==> src/backup_cfg.svh <==
/*
  Constants of the backup-mode output control: positions of the synchronised
  input bits and the reset values of the registered outputs.
  Assumes inclusion by bare name from the design files that need them.
*/
`ifndef BACKUP_CFG_SVH
`define BACKUP_CFG_SVH

`define BMC_NUM_INPUTS 10
`define BMC_IN_SUPPLY_LOW 0
`define BMC_IN_BACKUP 1
`define BMC_IN_PF_BELOW 2
`define BMC_IN_RESET_HOLD 3
`define BMC_IN_KICK 4
`define BMC_IN_KICK_FLOAT 5
`define BMC_IN_WD_TIMEOUT 6
`define BMC_IN_TB_INPUT 7
`define BMC_IN_TB_SELECT 8
`define BMC_IN_CE_N 9

`define BMC_RST_RESET_N 1'h0
`define BMC_RST_RESET_HI 1'h1
`define BMC_RST_LOW_LINE_N 1'h0
`define BMC_RST_PF_WARN_N 1'h0
`define BMC_RST_WD_STATUS 1'h1
`define BMC_RST_BACKUP_ACTIVE 1'h0
`define BMC_RST_CE_OUT_N 1'h1
`define BMC_RST_WD_ENABLE 1'h0
`define BMC_RST_TB_INTERNAL 1'h1
`define BMC_RST_PERIOD_LONG 1'h1
`define BMC_RST_KICK_PREV 1'h0

`endif

==> src/backup_pkg.sv <==
/*
  Types shared by the backup-mode output control.
  Assumes nothing of its surroundings.
*/
package backup_pkg;

  typedef enum logic [0:0] {
    MODE_NORMAL = 1'b0,
    MODE_BACKUP = 1'b1
  } supply_mode_t;

endpackage

==> src/pin_sync.sv <==
/*
  Two-flop synchroniser for a vector of pin-level inputs.
  Assumes each bit is a slow level from outside the clk_sys domain.
*/
`timescale 1ns/1ps
`default_nettype none

module pin_sync #(
  parameter int WIDTH = 1
) (
  input wire logic clk_sys,
  input wire logic rst,
  input wire logic clk_en,
  input wire logic [WIDTH-1:0] async_in,
  output logic [WIDTH-1:0] sync_out
);

  logic [WIDTH-1:0] stage1_r;
  logic [WIDTH-1:0] stage2_r;

  genvar i;
  generate
    for (i = 0; i < WIDTH; i++) begin : g_bit
      always_ff @(posedge clk_sys) begin
        if (rst) begin
          stage1_r[i] <= 1'h0;
          stage2_r[i] <= 1'h0;
        end else if (clk_en) begin
          stage1_r[i] <= async_in[i];
          stage2_r[i] <= stage1_r[i];
        end
      end
    end
  endgenerate

  assign sync_out = stage2_r;

endmodule

`default_nettype wire

==> src/backup_mode_output_control.sv <==
/*
  Output forcing logic of a supervisor: drives reset, supply-low, power-fail
  warning, watchdog status, backup indicator and gated chip enable, and forces
  them to fixed levels during battery backup.
  Assumes comparator results, the reset pulse timer, the watchdog timeout and
  the floating-input detector arrive as asynchronous logic levels.
*/
// Overview of operation
// - Outside backup, power-fail warning low while sense input is below reference, else high.
// - In backup, reset, supply-low and power-fail warning outputs are low.
// - In backup, watchdog status and backup indicator outputs are high.
// - In backup, the active-high reset output is high.
// - In backup, kick, timebase input and timebase select change nothing.
// - In backup, the chip-enable input has no effect on the gated output.
// - In backup, the power-fail comparator result is disregarded.
// - Gated chip-enable output is held high throughout backup.
// - A floating kick input disables the watchdog; the processor may float it.
// - With supply valid, the gated chip enable copies the chip-enable input.
// - With supply valid, watchdog status goes low on timeout; a kick transition or supply-low sets it high again.
// - Outside backup, active-high reset is the complement of active-low reset.
`timescale 1ns/1ps
`default_nettype none
`include "backup_cfg.svh"

module backup_mode_output_control (
  input wire logic clk_sys,
  input wire logic rst,
  input wire logic clk_en,
  input wire logic supply_low_in,
  input wire logic backup_mode_in,
  input wire logic power_fail_sense_input,
  input wire logic reset_hold_in,
  input wire logic watchdog_kick_input,
  input wire logic kick_floating_in,
  input wire logic watchdog_timeout_in,
  input wire logic timebase_input,
  input wire logic timebase_select,
  input wire logic chip_enable_n_in,
  output logic reset_n_out,
  output logic reset_out,
  output logic low_line_n_out,
  output logic power_fail_warning_out,
  output logic watchdog_status_out,
  output logic backup_active_out,
  output logic chip_enable_n_out,
  output logic watchdog_enable_out,
  output logic timebase_internal_out,
  output logic period_long_out
);

  logic [`BMC_NUM_INPUTS-1:0] pins_async;
  logic [`BMC_NUM_INPUTS-1:0] pins;
  logic s_supply_low;
  logic s_backup;
  logic s_pf_below;
  logic s_reset_hold;
  logic s_kick;
  logic s_float;
  logic s_timeout;
  logic s_ce_n;
  logic kick_edge;

  backup_pkg::supply_mode_t mode_r;
  backup_pkg::supply_mode_t mode_nxt;
  logic reset_n_r, reset_n_nxt;
  logic reset_hi_r, reset_hi_nxt;
  logic low_line_n_r, low_line_n_nxt;
  logic pf_warn_n_r, pf_warn_n_nxt;
  logic wd_status_r, wd_status_nxt;
  logic backup_active_r, backup_active_nxt;
  logic ce_out_n_r, ce_out_n_nxt;
  logic wd_enable_r, wd_enable_nxt;
  logic tb_internal_r, tb_internal_nxt;
  logic period_long_r, period_long_nxt;
  logic kick_prev_r, kick_prev_nxt;

  assign pins_async[`BMC_IN_SUPPLY_LOW] = supply_low_in;
  assign pins_async[`BMC_IN_BACKUP] = backup_mode_in;
  assign pins_async[`BMC_IN_PF_BELOW] = power_fail_sense_input;
  assign pins_async[`BMC_IN_RESET_HOLD] = reset_hold_in;
  assign pins_async[`BMC_IN_KICK] = watchdog_kick_input;
  assign pins_async[`BMC_IN_KICK_FLOAT] = kick_floating_in;
  assign pins_async[`BMC_IN_WD_TIMEOUT] = watchdog_timeout_in;
  assign pins_async[`BMC_IN_TB_INPUT] = timebase_input;
  assign pins_async[`BMC_IN_TB_SELECT] = timebase_select;
  assign pins_async[`BMC_IN_CE_N] = chip_enable_n_in;

  pin_sync #(
    .WIDTH(`BMC_NUM_INPUTS)
  ) u_pin_sync (
    .clk_sys(clk_sys),
    .rst(rst),
    .clk_en(clk_en),
    .async_in(pins_async),
    .sync_out(pins)
  );

  assign s_supply_low = pins[`BMC_IN_SUPPLY_LOW];
  assign s_backup = pins[`BMC_IN_BACKUP];
  assign s_pf_below = pins[`BMC_IN_PF_BELOW];
  assign s_reset_hold = pins[`BMC_IN_RESET_HOLD];
  assign s_kick = pins[`BMC_IN_KICK];
  assign s_float = pins[`BMC_IN_KICK_FLOAT];
  assign s_timeout = pins[`BMC_IN_WD_TIMEOUT];
  assign s_ce_n = pins[`BMC_IN_CE_N];

  // A kick level left over from before backup is not taken as a transition.
  assign kick_edge = (s_kick != kick_prev_r) && (mode_r == backup_pkg::MODE_NORMAL);

  // Mode tracking follows the power-switch comparator.
  always_comb begin
    mode_nxt = mode_r;
    if (clk_en) begin
      case (mode_r)
        backup_pkg::MODE_NORMAL: begin
          if (s_backup) begin
            mode_nxt = backup_pkg::MODE_BACKUP;
          end
        end
        backup_pkg::MODE_BACKUP: begin
          if (!s_backup) begin
            mode_nxt = backup_pkg::MODE_NORMAL;
          end
        end
        default: begin
          mode_nxt = backup_pkg::MODE_BACKUP;
        end
      endcase
    end
  end

  always_comb begin
    reset_n_nxt = reset_n_r;
    reset_hi_nxt = reset_hi_r;
    low_line_n_nxt = low_line_n_r;
    pf_warn_n_nxt = pf_warn_n_r;
    wd_status_nxt = wd_status_r;
    backup_active_nxt = backup_active_r;
    ce_out_n_nxt = ce_out_n_r;
    wd_enable_nxt = wd_enable_r;
    tb_internal_nxt = tb_internal_r;
    period_long_nxt = period_long_r;
    kick_prev_nxt = kick_prev_r;
    if (clk_en) begin
      if (s_backup) begin
        // Every control input is disregarded here; timebase and kick state hold.
        reset_n_nxt = 1'h0;
        low_line_n_nxt = 1'h0;
        pf_warn_n_nxt = 1'h0;
        reset_hi_nxt = 1'h1;
        wd_status_nxt = 1'h1;
        backup_active_nxt = 1'h1;
        ce_out_n_nxt = 1'h1;
        wd_enable_nxt = 1'h0;
      end else begin
        reset_n_nxt = !(s_supply_low || s_reset_hold);
        reset_hi_nxt = s_supply_low || s_reset_hold;
        low_line_n_nxt = !s_supply_low;
        pf_warn_n_nxt = !s_pf_below;
        backup_active_nxt = 1'h0;
        // Below the reset threshold the chip enable is blocked as well.
        ce_out_n_nxt = s_supply_low ? 1'h1 : s_ce_n;
        wd_enable_nxt = !s_float;
        tb_internal_nxt = pins[`BMC_IN_TB_SELECT];
        period_long_nxt = pins[`BMC_IN_TB_INPUT];
        kick_prev_nxt = s_kick;
        if (s_supply_low) begin
          wd_status_nxt = 1'h1;
        end else if (kick_edge) begin
          wd_status_nxt = 1'h1;
        end else if (s_timeout && !s_float) begin
          wd_status_nxt = 1'h0;
        end
      end
    end
  end

  always_ff @(posedge clk_sys) begin
    if (rst) begin
      mode_r <= backup_pkg::MODE_NORMAL;
      reset_n_r <= `BMC_RST_RESET_N;
      reset_hi_r <= `BMC_RST_RESET_HI;
      low_line_n_r <= `BMC_RST_LOW_LINE_N;
      pf_warn_n_r <= `BMC_RST_PF_WARN_N;
      wd_status_r <= `BMC_RST_WD_STATUS;
      backup_active_r <= `BMC_RST_BACKUP_ACTIVE;
      ce_out_n_r <= `BMC_RST_CE_OUT_N;
      wd_enable_r <= `BMC_RST_WD_ENABLE;
      tb_internal_r <= `BMC_RST_TB_INTERNAL;
      period_long_r <= `BMC_RST_PERIOD_LONG;
      kick_prev_r <= `BMC_RST_KICK_PREV;
    end else begin
      mode_r <= mode_nxt;
      reset_n_r <= reset_n_nxt;
      reset_hi_r <= reset_hi_nxt;
      low_line_n_r <= low_line_n_nxt;
      pf_warn_n_r <= pf_warn_n_nxt;
      wd_status_r <= wd_status_nxt;
      backup_active_r <= backup_active_nxt;
      ce_out_n_r <= ce_out_n_nxt;
      wd_enable_r <= wd_enable_nxt;
      tb_internal_r <= tb_internal_nxt;
      period_long_r <= period_long_nxt;
      kick_prev_r <= kick_prev_nxt;
    end
  end

  assign reset_n_out = reset_n_r;
  assign reset_out = reset_hi_r;
  assign low_line_n_out = low_line_n_r;
  assign power_fail_warning_out = pf_warn_n_r;
  assign watchdog_status_out = wd_status_r;
  assign backup_active_out = backup_active_r;
  assign chip_enable_n_out = ce_out_n_r;
  assign watchdog_enable_out = wd_enable_r;
  assign timebase_internal_out = tb_internal_r;
  assign period_long_out = period_long_r;
endmodule

`default_nettype wire

==> config.mk <==
export PLATFORM = sky130hd
export DESIGN_NAME = backup_mode_output_control
export DESIGN_NICKNAME = d
export VERILOG_FILES = /design/src/backup_pkg.sv /design/src/pin_sync.sv /design/src/backup_mode_output_control.sv
export VERILOG_INCLUDE_DIRS = /design/src
export SDC_FILE = /design/constraint.sdc
export NUM_CORES = 1
export LEC_CHECK = 0
export BUFFER_PORTS_ARGS = -buffer_cell sky130_fd_sc_hd__buf_4
export CAP_MARGIN = 20
export CORE_UTILIZATION = 56
export CTS_CLUSTER_DIAMETER = 120
export CTS_CLUSTER_SIZE = 40
export DETAILED_ROUTE_END_ITERATION = 12
export GPL_TIMING_DRIVEN = 0
export MAX_ROUTING_LAYER = met4
export PLACE_DENSITY_LB_ADDON = 0.1
export SKIP_CTS_REPAIR_TIMING = 1
export SLEW_MARGIN = 25
export SYNTH_ARGS = -nofsm -noshare
export SYNTH_HDL_FRONTEND = slang
export SYNTH_HIERARCHICAL = 1
export SYNTH_SLANG_ARGS = --single-unit
==> constraint.sdc <==
create_clock -name clk_sys -period 1.5 [get_ports clk_sys]
set_input_delay 0.225 -clock clk_sys [delete_from_list [all_inputs] [get_ports clk_sys]]
set_output_delay 0.225 -clock clk_sys [all_outputs]
set_load 0.03 [all_outputs]
==> results.toml <==
[layout]
fillers = 150
regArea_um2 = 621
nNetsFinal = 151
area_growth_pct = 23.3
post_route_cells_drive_above_1_share_pct = 24.5
multi_input_area_um2 = 488
num_antenna_cells = 0
fin_area_um2 = 1420

[worst_setup_path]
critical_path.top_delay_family = "flip-flops"
path_cells = "buf_4"
cpPeakStageDelay_ns = 0.37
worst_path_max_delay_cell = "dfxtp_1"
cp-end-kind = "primary output"
worstPathArrival_ns = 0.87
critPathBufInv = 1
cp-start-kind = "flip-flop"
cp.required_ns = 1.27
cp_max_fo = 3
critical_path_class = "reg2out"

[route]
drt_first_pass_iters = 3
drc = 0
routedWlPerCell_um = 12.0
via_per_inst = 5.02
num_vias = 833
drt_wl_total_mm = 1.99
drtAntennaViolNets = 0
drtIter0Drc = 5

[logic_synthesis]
synth_cell_types = 21
synth_top_family_by_area = "multiplexers"
synth_compound_area_share_pct = 4.91
synth.area.mux_share_pct = 21.8
ys_ff_latch = 31
synth_area_leaders = "dfxtp_1 (54%), mux2i_1 (22%), nor2_1 (9.2%), a211o_1 (2.3%), buf_6 (2.0%)"
ys_seq_area_share_pct = 54.1
yosys.area_share.simple_pct = 15.0
syn_inst = 109
avgSynthCellArea_um2 = 10.5
ys_warn_count = 6
synth_top_area_share_pct = 54.1
synth_largest_area_cell = "dfxtp_1"
synthAdderAreaFrac_pct = 0
syn_area_um2 = 1150
synth.net_count = 122
yosys.area_share.xor_xnor_pct = 0.763

[global_routing]
antenna_found_initial = 0
met1_usage_pct = 20.8
grtUsageMet2_pct = 32.3
top_usage_layer = "met2"
grt_start_max_net_pins = 11
grt_pass1_wl_mm = 2.92
grt_util_all_layers_pct = 20.8
grt_overflow = 0
use_met3_pct = 10.4
grt_pass1_vias = 704

[sta]
worst_pin_slew_ns = 0.432
drv_slew = 0
setup_ws_ns = 0.401
relSlewSlack_pct = 71.2
setup_viol = 0
rsz0062_at_grt = "false"
fin_crit_sh_pct = 73.2
fin_skew_ns = 0.00440
hold_viol_final = 0
max_freq_ghz = 0.910
period_minus_slack_ns = 1.10
setup_tns_ns = 0

[cts]
insertion_delay_ns = 0.33
cts_buffer_depth = 2
h-tree-depth = 2
clk_pin_slew_worst_paths_ns = 0.09
clkSinkCount = 31
cts_tree = "built"
root_buffer = "clkbuf_4"
cts_buffers = 5

[flow_run]
cap_violations = 0

[die]
die_y_um = 47.3
core_um2 = 1940
die-area_um2 = 2230
rows = 16
io-pin-count = 23
start_util_pct = 59.1
die_w_um = 47.3

[worst_hold_path]
min_path_type = "in2reg"

[place]
place_ws_ns = 0.415
place_area_um2 = 1350
gp_congestion = 0.749
io_buffers = 22
dp.final_hpwl_mm = 1.42

[power]
p_leak_nw = 0.658
powerDensity_nw_per_um2 = 1170
ir_drop_mv = 1.16

[status]
outcome = "finished, final reports clean"
## final timing paths
path,from,depth (start not counted),endpoint,slack [ns]
max,backup_active_out,1,backup_active_out,0.40
min,rst,2,chip_enable_n_out,0.11
max reg2reg,u_pin_sync/sync_out[1],3,watchdog_status_out,0.43
min reg2reg,u_pin_sync/sync_out[8],1,timebase_internal_out,0.49
## synth_stat cells (all sizes together)
cell / n
a211o: 3
a21o: 1
a21oi: 2
buf: 3
clkbuf: 3
dfxtp: 31
mux2i: 25
nand2: 1
nand2b: 1
nand3b: 1
nor2: 29
nor2b: 3
nor3: 1
o21a: 1
o21ai: 1
or2: 2
xnor2: 1
## stage by stage
step	utilization [%]	hold WS (ns)	instances	power, mW
global placement	69.3	0.438	158	1.12
finish	72.9	0.107	166	1.65
floorplan	-	0.325	109	1.05
detailed placement	69.3	0.439	158	1.13
global route	72.9	0.0994	166	1.74
CTS	72.9	0.0856	166	1.67
## layer usage
layer	up-vias	routed length (um)
li1	423	-
met1	387	894
met2	18	944
met3	5	93
met4	0	56
met5	-	0
## final cells by class
cell class | count | share of cell area [%]
plain buffers | 6 | 2.74
multi-input cells | 72 | 34.5
repair buffers | 22 | 11.7
clock buffers | 8 | 4.86
well taps | 27 | 2.39
flip-flops and latches | 31 | 43.9
## kinds of logic after synthesis
logic type / after synthesis
compound gates: 8
mux: 25
flops: 31
xor+xnor: 1
simple gates: 38
buf+inv: 6
## power by group
part	switching (mW)	internal, mW	total (mW)
sequential	0.0251	0.867	0.893
clock	0.267	0.275	0.542
combinational	0.114	0.104	0.217
total	0.405	1.25	1.65
## placed cells by master (no fill, tap or decap), types with 2 or more instances in the layout
cell type	netlist	final
nor2_1	28	28
clkbuf_1	3	4
buf_4	0	22
buf_6	2	2
nor2b_1	2	2
a21oi_1	2	2
mux2i_1	25	25
dfxtp_1	31	31
clkbuf_8	0	2
clkbuf_4	0	5
a211o_1	3	3
## registers in the layout, indices dropped and copies added, names as in the netlist
name,flops
backup_active_out,1
chip_enable_n_out,1
kick_prev_r,1
low_line_n_out,1
period_long_out,1
power_fail_warning_out,1
reset_n_out,1
reset_out,1
timebase_internal_out,1
u_pin_sync/stage1_r,10
u_pin_sync/sync_out,10
watchdog_enable_out,1
watchdog_status_out,1
No activity file was read; power rests on OpenSTA's default activity.
